$ cat src/include/mdc_pkg.sv
package mdc_pkg;
    localparam int CODE_W    = 9;               // internal delay code width
    localparam int USER_W    = 8;               // user code bus width
    localparam int NUM_LOOPS = 2;               // one master loop per I/O side
    localparam int TAPS      = 512;             // delay line taps
    localparam int TAP_W     = 9;
    localparam int CNT_W     = 16;              // period measure counter width
    localparam logic [CODE_W-1:0] CODE_RST   = 9'h000;
    localparam logic [3:0]        SETTLE_CNT = 4'h8;  // stable comparisons before lock
    localparam int SETTLE_W  = 4;
    localparam int QUARTER_SHIFT = 2;           // divide by four gives 90 degrees
    typedef enum logic [1:0] {
        MDC_IDLE,
        MDC_WAIT_RISE,
        MDC_MEASURE,
        MDC_COMPARE
    } mdc_state_type;
endpackage

$ cat src/mdc_slave_delay.sv
`timescale 1ns/1ps
// slave delay: shifts a sampled signal by the code plus two ref_clk-domain
// steps (input and output registers); modelled as a tapped shift register
module mdc_slave_delay (
    input  wire logic                       ref_clk,
    input  wire logic                       resetn,
    input  wire logic [mdc_pkg::CODE_W-1:0] delay_code,
    input  wire logic                       sig_in,
    output logic                            sig_out
);
    import mdc_pkg::*;

    logic [TAPS-1:0] line_q;
    logic            out_q;

    // tapped line; every tap shifts each clock
    always_ff @(posedge ref_clk or negedge resetn) begin
        if (!resetn) begin
            line_q <= '0;
        end else begin
            line_q <= {line_q[TAPS-2:0], sig_in};
        end
    end

    // output tap picked by the code, registered so the mux glitch never escapes
    always_ff @(posedge ref_clk or negedge resetn) begin
        if (!resetn) begin
            out_q <= 1'b0;
        end else begin
            out_q <= line_q[delay_code];
        end
    end

    assign sig_out = out_q;
endmodule // mdc_slave_delay

$ cat src/mdc_master_delay_loop.sv
`timescale 1ns/1ps
// Contract
// - code equals delay-line setting for a quarter of the reference period
// - two independent master loops, one per I/O side, separate codes
// - strobe buffer slave shifts incoming strobe by ninety degrees
// - clock delay slave outputs a ninety-degree shifted clock copy
// - reset returns the master loop to its initial state
// - code_update_n low updates output code; high holds it
// - freeze high stops loop clock and oscillator clock glitch-free
// - freeze low restarts loop clock and oscillator clock
// - lock asserted only while the driven code is valid
// - slave delay code drives strobe buffer and clock delay slave
// - code also presented on an eight-bit user bus
// - each loop codes its own reference; slaves delay by the code
module mdc_master_delay_loop (
    input  wire logic                                 ref_clk,
    input  wire logic                                 resetn,
    input  wire logic [mdc_pkg::NUM_LOOPS-1:0]        meas_ref,
    input  wire logic [mdc_pkg::NUM_LOOPS-1:0]        code_update_n,
    input  wire logic [mdc_pkg::NUM_LOOPS-1:0]        freeze,
    input  wire logic [mdc_pkg::NUM_LOOPS-1:0]        strobe_in,
    input  wire logic [mdc_pkg::NUM_LOOPS-1:0]        slave_clk_in,
    output logic [mdc_pkg::NUM_LOOPS*mdc_pkg::CODE_W-1:0] slave_delay_code,
    output logic [mdc_pkg::NUM_LOOPS*mdc_pkg::USER_W-1:0] user_delay_code,
    output logic [mdc_pkg::NUM_LOOPS-1:0]             lock,
    output logic [mdc_pkg::NUM_LOOPS-1:0]             osc_clk_out,
    output logic [mdc_pkg::NUM_LOOPS-1:0]             strobe_delayed,
    output logic [mdc_pkg::NUM_LOOPS-1:0]             clk_delayed
);
    import mdc_pkg::*;

    ////////////////////////////////////////////////////////////////////////////
    // structure of one loop
    //   - the reference is sampled on ref_clk; one ref_clk cycle is one tap
    //   - a period is counted between two sampled rises of the reference
    //   - a quarter of that count is the code, capped at the last tap
    //   - the measured code stays private until code_update_n lets it out
    //   - lock needs repeated matching measurements and a current output
    //   - freeze holds every master loop register but the output code, and the oscillator stand-in; the slave delay lines keep shifting
    // limitation: resolution is one ref_clk cycle, so the reference must be
    // several times slower than ref_clk for the code to mean anything
    // trade-off: a counter and a shift are cheaper than a phase detector
    // and a delay chain, and they behave alike in simulation
    //
    // the two loops share nothing but ref_clk and resetn, so each side
    // follows its own reference frequency
    ////////////////////////////////////////////////////////////////////////////
    genvar g;
    generate
        for (g = 0; g < NUM_LOOPS; g++) begin : g_loop
            mdc_state_type         state_q;
            logic                  ref_q;
            logic [CNT_W-1:0]      cnt_q;
            logic [CODE_W-1:0]     meas_code_q;
            logic [CODE_W-1:0]     out_code_q;
            logic [SETTLE_W-1:0]   settle_q;
            logic                  locked_q;
            logic                  osc_q;
            logic [CNT_W-1:0]      quarter;
            logic                  rise;

            // the reference is sampled on ref_clk, which stands in for the delay line
            assign rise    = meas_ref[g] & ~ref_q;
            assign quarter = cnt_q >> QUARTER_SHIFT;

            // edge history of the reference; held while frozen
            // holding it keeps a rise that falls inside a freeze from being lost
            // or seen twice once the loop runs again
            always_ff @(posedge ref_clk or negedge resetn) begin
                if (!resetn) begin
                    ref_q <= 1'b0;
                end else if (!freeze[g]) begin
                    ref_q <= meas_ref[g];
                end
            end

            // period measurement; freeze gates the loop so it holds state, never half-counts
            always_ff @(posedge ref_clk or negedge resetn) begin
                if (!resetn) begin
                    state_q     <= MDC_IDLE;
                    cnt_q       <= '0;
                    meas_code_q <= CODE_RST;
                end else if (!freeze[g]) begin
                    case (state_q)
                        MDC_IDLE: begin
                            state_q <= MDC_WAIT_RISE;
                        end
                        MDC_WAIT_RISE: begin
                            cnt_q <= '0;
                            if (rise) begin
                                state_q <= MDC_MEASURE;
                            end
                        end
                        MDC_MEASURE: begin
                            if (rise) begin
                                state_q <= MDC_COMPARE;
                            end else if (cnt_q != {CNT_W{1'b1}}) begin
                                cnt_q <= cnt_q + 1'b1;
                            end
                        end
                        MDC_COMPARE: begin
                            // saturate at the longest tap, the line cannot reach further
                            if (quarter > CNT_W'(TAPS - 1)) begin
                                meas_code_q <= CODE_W'(TAPS - 1);
                            end else begin
                                meas_code_q <= quarter[CODE_W-1:0];
                            end
                            // the compare cycle is already one cycle of the next
                            // period; restarting at zero would make every period
                            // after the first one cycle short
                            cnt_q   <= {{(CNT_W-1){1'b0}}, 1'b1};
                            state_q <= MDC_MEASURE;
                        end
                        default: begin
                            state_q <= MDC_IDLE;
                        end
                    endcase
                end
            end

            // settle counter: lock only after repeated matching measurements
            // the new quarter is held against the code kept from the last
            // period; one mismatch starts the count again, so a drifting
            // reference never shows lock
            always_ff @(posedge ref_clk or negedge resetn) begin
                if (!resetn) begin
                    settle_q <= '0;
                    locked_q <= 1'b0;
                end else if (!freeze[g] && state_q == MDC_COMPARE) begin
                    if (quarter[CODE_W-1:0] == meas_code_q) begin
                        if (settle_q == SETTLE_CNT) begin
                            locked_q <= 1'b1;
                        end else begin
                            settle_q <= settle_q + 1'b1;
                        end
                    end else begin
                        settle_q <= '0;
                        locked_q <= 1'b0;
                    end
                end
            end

            // output code moves only while update is requested
            // the user keeps code_update_n high across memory transfers so the slaves
            // never see the code change mid-burst
            always_ff @(posedge ref_clk or negedge resetn) begin
                if (!resetn) begin
                    out_code_q <= CODE_RST;
                end else if (!code_update_n[g]) begin
                    out_code_q <= meas_code_q;
                end
            end

            // ring oscillator stand-in; stops phase-preserving at its current level while frozen
            // gating the toggle, not the clock, keeps the stop free of runt pulses
            always_ff @(posedge ref_clk or negedge resetn) begin
                if (!resetn) begin
                    osc_q <= 1'b0;
                end else if (!freeze[g]) begin
                    osc_q <= ~osc_q;
                end
            end

            assign slave_delay_code[g*CODE_W +: CODE_W] = out_code_q;
            assign user_delay_code[g*USER_W +: USER_W]  = out_code_q[CODE_W-1 -: USER_W];
            // lock drops if the presented code lags a changed measurement
            // so a held output never claims to match a reference that moved
            assign lock[g]        = locked_q & (out_code_q == meas_code_q);
            assign osc_clk_out[g] = osc_q;

            // both slaves take the presented code, never the private one,
            // so they move together and only when update allows
            // strobe buffer slave: centres the strobe in the data eye
            mdc_slave_delay u_strobe_delay_buffer (
                .ref_clk    (ref_clk),
                .resetn     (resetn),
                .delay_code (out_code_q),
                .sig_in     (strobe_in[g]),
                .sig_out    (strobe_delayed[g])
            );

            // clock delay slave: quarter-period shifted clock copy
            mdc_slave_delay u_clock_delay_slave (
                .ref_clk    (ref_clk),
                .resetn     (resetn),
                .delay_code (out_code_q),
                .sig_in     (slave_clk_in[g]),
                .sig_out    (clk_delayed[g])
            );
        end
    endgenerate
endmodule // mdc_master_delay_loop

$ cat config.mk
export PLATFORM = sky130hd
export DESIGN_NAME = mdc_master_delay_loop
export DESIGN_NICKNAME = d
export VERILOG_FILES = /design/src/include/mdc_pkg.sv /design/src/mdc_slave_delay.sv /design/src/mdc_master_delay_loop.sv
export SDC_FILE = /design/constraint.sdc
export NUM_CORES = 2
export LEC_CHECK = 0
export ABC_AREA = 1
export BUFFER_PORTS_ARGS = -buffer_cell sky130_fd_sc_hd__buf_2
export CORE_ASPECT_RATIO = 0.6
export CORE_MARGIN = 1
export CORE_UTILIZATION = 50
export CTS_BUF_LIST = sky130_fd_sc_hd__clkbuf_16
export CTS_CLUSTER_SIZE = 30
export DETAILED_ROUTE_END_ITERATION = 8
export PLACE_DENSITY_LB_ADDON = 0.15
export RECOVER_POWER = 25
export SYNTH_ARGS = -nofsm -noshare
export SYNTH_HDL_FRONTEND = slang
export SYNTH_SLANG_ARGS = --single-unit
$ cat constraint.sdc
create_clock -name ref_clk -period 2.4 [get_ports ref_clk]
set_input_delay 0.36 -clock ref_clk [delete_from_list [all_inputs] [get_ports ref_clk]]
set_output_delay 0.36 -clock ref_clk [all_outputs]
set_load 0.05 [all_outputs]
* Word level (Yosys, flattened, before mapping)
Index checks and enable logic that the tools add are counted.
** Word-level totals
- Flip-flop bits (word level) :: 2138
- Latch bits :: 0
- RAM bits :: 0
- ROM bits :: 0
- Bits of input ports :: 12
- Output and inout bits :: 42
- Logic and storage cells :: 116
- Memories kept :: 0
** Operators by class
- $add $sub $neg :: 4
- Multiply operators :: 0
- Divide/modulo/power cells :: 0
- $lt $le $gt $ge :: 4
- Equal/unequal tests :: 26
- Shift operators :: 0
- Muxes and demuxes :: 30
- Bitwise operators :: 10
- Reduce and logical (&&, ||, !) cells :: 18
** Operators by type and width (number)
- 16-bit case mux with 3 select lines :: 2
- 16-bit 2-to-1 mux :: 4
- 1-bit binary-select mux with 9-bit select :: 4
- 9-bit == test :: 4
- 16-bit by 1-bit adder with 16-bit output (second input constant) :: 2
- 16-bit inequality test (second input constant) :: 2
- 14-bit by 9-bit > comparator with 1-bit output (second input constant) :: 2
- 9-bit by 10-bit less-than comparator with 1-bit output (second input constant) :: 2
- 2-bit inequality test (second input constant) :: 10
- 9-bit 2-to-1 mux :: 2
- 4-bit 2-to-1 mux :: 4
- 2-bit case mux with 4 select lines :: 2
- 2-bit AND reduction :: 6
- 4-bit by 1-bit adder with 4-bit output (second input constant) :: 2
- 2-bit == test (second input constant) :: 4
- 4-bit == test (second input constant) :: 2
- 1-bit 2-to-1 mux :: 8
- 2-bit 2-to-1 mux :: 4
- 4-bit AND reduction :: 2
- 1-bit inverter :: 6
- 3-bit AND reduction :: 2
- 3-bit nonzero test :: 2
- 1-bit AND :: 4
- 2-bit by 1-bit == test with 1-bit output (second input constant) :: 2
- other kinds (4) :: 8

* Longest topological paths before layout
- Depth in word-level cells :: 4
- Depth in mapped cells :: 16
- Mapped depth without buffers :: 13

* By module
A second synthesis with hierarchy kept.
** Second synthesis, totals
- Cells, all modules :: 7308
- Area, all modules :: 77281.6 sq um
** Modules (own cells, without submodules)
- mdc_slave_delay :: instances 4, cells an instance 1664, area an instance 18077.3 sq um, sequential area each 12837.3 sq um
- mdc_master_delay_loop :: instances 1, cells an instance 652, area an instance 4972.3 sq um, sequential area each 2152.1 sq um

* Worst setup path before layout
No wires, ideal clock.
- Path type :: register to output
- From :: register g_loop[1].out_code_q[3]
- To :: output port lock[1] (netlist bit)
- Arrival time :: 4024 ps
- Required time :: 2040 ps
- Setup slack :: -1984 ps
- Cell stages (with the launch flop) :: 6
- Path buffers :: 2
- Path through :: dfrtp_1 -> clkbuf_1 -> clkbuf_1 -> xnor2_1 -> nand4_1 -> a2111oi_0
** On the way
- Longest elaborated chain between the ends :: 2
** Ends and longest elaborated chain
- start: declaration :: RTL line mdc_master_delay_loop.sv:55 : logic [CODE_W-1:0] out_code_q;
- start signal: assignment :: RTL line mdc_master_delay_loop.sv:150 : out_code_q <= meas_code_q;
- 9-bit == test :: RTL line mdc_master_delay_loop.sv:168 : assign lock[g] = locked_q & (out_code_q == meas_code_q);
- 1-bit AND :: RTL line mdc_master_delay_loop.sv:168
- end: declaration :: RTL line mdc_master_delay_loop.sv:25 : output logic [mdc_pkg::NUM_LOOPS-1:0] lock,
Every way passes these cells.

* Worst setup path in the final report
- From :: register g_loop[0].out_code_q[0]
- To :: output port lock[0] (netlist bit)
** On the way
- Longest elaborated chain between the ends :: 2
** Ends and longest elaborated chain (RTL line)
- start: declaration :: mdc_master_delay_loop.sv:55
- start signal: assignment :: mdc_master_delay_loop.sv:150
- 9-bit == test :: mdc_master_delay_loop.sv:168
- 1-bit AND :: mdc_master_delay_loop.sv:168
Every way passes these cells.

==> flow_summary_export.csv <==
group,metric,value,unit
run_status,status,"finished, violations left",
run_status,violations,"capacitance limit, slew limit, setup timing",
synth,ys_seq_area_share,70.2,%
cells_and_area,diodes,0,
sta,finalMaxSlewViolations,40,
worst_setup_path,crit_slowest_cell,"dfrtp_4",
floorplan,die_h,304,µm
global_route,grt_max_degree,131,
worst_setup_path,cp.required,2040,ps
sta,setup_tns,-1370,ps
sta,fin_crit_sh,115,%
worst_setup_path,critical_path.max_stage_delay,420,ps
cells_and_area,stdcell_count,9574,
sta,relSlewSlack,-62.5,%
worst_setup_path,cp_cell_sequence,"buf_8, buf_4, o21ai_1, a221oi_2, nand2_1, a2111oi_4, buf_12",
floorplan,core_area,151000,µm²
clock_tree,htreeDepth,4,
worst_setup_path,path_class,"flop to output port",
worst_setup_path,cp-start-kind,"flop",
clock_tree,cts-root-buf,"clkbuf_16",
global_route,grt_pass1_vias,51300,
sta,hold_viol_final,0,
global_route,grt_usage,24.5,%
synth,synth.largest_area_cell,"dfrtp_1",
global_route,gr-total-overflow,0,
clock_tree,clk_pin_slew,60,ps
sta,whs,191,ps
floorplan,die_w,506,µm
synth,netlist.area_leader.share,70.2,%
clock_tree,cts_made_buffers,188,
pwr,power_density,987,nW/µm²
floorplan,core.rowCount,110,
synth,synth-warning-count,0,
detailed_routing,via_count,52700,
sta,rsz0062_at_grt,"true",
sta,worst_slack,-352,ps
placement,dp.cells,9129,
worst_setup_path,cpLargestDelayFamily,"compound AO/OA/AOI/OAI gates",
detailed_routing,wl_per_cell,19.9,µm
synth,ys_types,40,
placement,gp_congestion,0.813,
synth,synth_top_cells_by_count,"nand2_1, dfrtp_1, nand3_1",
synth,synth_edf_count,0,
pwr,p_leak,0.0429,µW
floorplan,die_area,154000,µm²
synth,syn-cell-area,76200,µm²
clock_tree,cts_tree,"done",
synth,synth-main-ff-cell,"dfrtp_1",
clock_tree,clock-sinks,2138,
synth,yosys-top-cells-area,"dfrtp_1, nand3_1, nand2_1, buf_2, buf_4",
detailed_routing,first_iter_violations,5427,
clock_tree,clk-insertion-delay-late,820,ps
placement,port_buffers,53,
synth,synthArstFlopShare,100,%
floorplan,start_util,50.6,%
sta,fmax,363,MHz
min_path,hp-class,"input port to flop",
floorplan,ios,54,
worst_setup_path,endpoint_kind,"output port",
cells_and_area,drive_above_1_share,12.1,%
pwr,peakVddDrop,799,µV
flow_run,drv_cap,1,
sta,fin_skew,27.3,ps
synth,synthesis.nets,7206,
synth,synth_area_per_cell,10.6,µm²
detailed_routing,ant_nets,0,
cells_and_area,nNetsFinal,7427,
synth,synthCells,7188,
cells_and_area,syn2layout_area_growth,17.5,%
detailed_routing,finalWirelength,190,mm
detailed_routing,route.detailed.drc,0,
synth,synth.most_common_cell,"nand2_1",
sta,tightest_slew,2440,ps
detailed_routing,firstDrtPassIters,6,
sta,finalSetupViolations,49,
placement,hpwlAfterDp,108,mm
sta,min_period,2750,ps
detailed_routing,via_per_inst,5.51,
worst_setup_path,crit_buf_inv,3,
worst_setup_path,cp.arrival,2390,ps
synth,synth-seq-cells,2138,
clock_tree,ctsLongestPathBuffers,3,
global_route,grt_pass1_wl,300,mm
worst_setup_path,worstPathMaxFanout,2,
global_route,antenna_found_initial,2,
[through the flow]
step	power, µW	util, %	cell area (µm²)	setup WS [ps]
after floorplan	49500	-	76400	-32.9
after global placement	56400	53.7	80900	-78.3
after detailed placement	56400	53.7	80900	-81.7
after CTS	86700	58.2	87700	-419
after global routing	92500	59.4	89600	-468
final	88400	59.4	89600	-352
[kinds of logic (layout without fill, tap and decap cells)]
group	Yosys count	count (layout)	synth area share, %
DFF	2138	2138	70.2
buffers and inverters	562	932	3.69
adders and majority gates	6	6	0.0985
xor gates and xnor gates	35	35	0.402
AOI/OAI and AO/OA	128	128	0.934
and+or+nand+nor	4319	4319	24.7
[worst paths after layout]
kind                                                                 from                                          end  slack (ps)  cells after the start
max in group asynchronous                                          resetn     g_loop[0].u_clock_delay_slave.line_q[42]         -10                      4
min in group asynchronous                                          resetn  g_loop[0].u_strobe_delay_buffer.line_q[461]         810                      2
worst min-delay path                                      slave_clk_in[0]      g_loop[0].u_clock_delay_slave.line_q[0]         190                      2
worst max-delay path                              g_loop[0].out_code_q[0]                                      lock[0]        -350                      7
worst max register to register                    g_loop[0].out_code_q[0]      g_loop[0].u_strobe_delay_buffer.sig_out         -90                     17
worst min register to register  g_loop[0].u_clock_delay_slave.line_q[119]    g_loop[0].u_clock_delay_slave.line_q[120]         350                      0
[state kept, by name (all words and copies together) (netlist names)]
register                              count
g_loop.u_strobe_delay_buffer.line_q    1024
g_loop.ref_q                              2
g_loop.state_q                            4
g_loop.u_clock_delay_slave.line_q      1024
g_loop.settle_q                           8
g_loop.u_clock_delay_slave.sig_out        2
g_loop.meas_code_q                       18
g_loop.osc_q                              2
g_loop.locked_q                           2
g_loop.out_code_q                        18
g_loop.cnt_q                             32
g_loop.u_strobe_delay_buffer.sig_out      2
[cell usage in the layout (no fill, tap or decap), types with 6 or more instances in the layout]
cell | Yosys | layout
o22ai_1 | 7 | 6
bufinv_16 | 0 | 10
dfrtp_4 | 0 | 9
bufbuf_16 | 0 | 8
buf_12 | 0 | 123
clkinv_1 | 0 | 41
buf_16 | 0 | 22
ha_1 | 6 | 6
buf_4 | 97 | 242
o31ai_1 | 7 | 7
nand3_4 | 0 | 13
clkinv_2 | 0 | 31
dfrtp_1 | 2138 | 2125
o21ai_0 | 85 | 84
clkbuf_16 | 0 | 218
a21oi_1 | 15 | 15
nor3_1 | 14 | 14
xnor2_1 | 12 | 9
nand3_2 | 0 | 87
nand2_1 | 2214 | 2189
inv_1 | 70 | 117
buf_6 | 1 | 32
buf_2 | 262 | 36
nor2_1 | 49 | 49
nand4_1 | 8 | 8
nand2_4 | 0 | 6
nand3_1 | 2020 | 1920
dlygate4sd3_1 | 0 | 13
buf_8 | 0 | 11
nand2_2 | 1 | 20
xor2_1 | 23 | 23
[worst register-to-register path: cells and delay by family, from the launching register on]
kind / cells / cell delay (ps)
flip-flops: 1 / 490
buffers and inverters: 5 / 770
AND/OR/NAND/NOR: 12 / 1130
[layer usage]
| metal | part of all wire (%) | vias up | track usage, % |
|---|---|---|---|
| li1 | - | 24200 | - |
| met1 | 50 | 26600 | 41.2 |
| met2 | 41 | 1701 | 32.4 |
| met3 | 7.2 | 255 | 3.92 |
| met4 | 1.8 | 2 | 6.34 |
| met5 | 0.0068 | - | 0 |
[power breakdown]
group	switching [µW]	total, µW	leakage (µW)	internal [µW]
Clock	13200	28900	0.00304	15700
Combinational	14000	22600	0.0105	8600
Sequential	375	36800	0.0294	36500
Total	27600	88400	0.0429	60800
[cell type report]
cell class / count / area (µm²)
timing repair inverter: 3 / 43.8
clock inverter: 144 / 917
multi-input combinational: 4488 / 20700
clock buffer: 195 / 4880
fill: 12100 / 61200
sequential: 2138 / 53500
tap: 2016 / 2520
inverter: 79 / 373
timing repair buffer: 511 / 6560
[repair_timing]
item	4_1_cts	5_1_grt
endpoints found under the hold margin	593	0
cloned	11	32
hold buffers	13	0
gates resized for setup	103	199
setup endpoints to repair	18	10
pin swaps	10	65
setup buffers	22	30
Power figures use the tool's default switching activity.
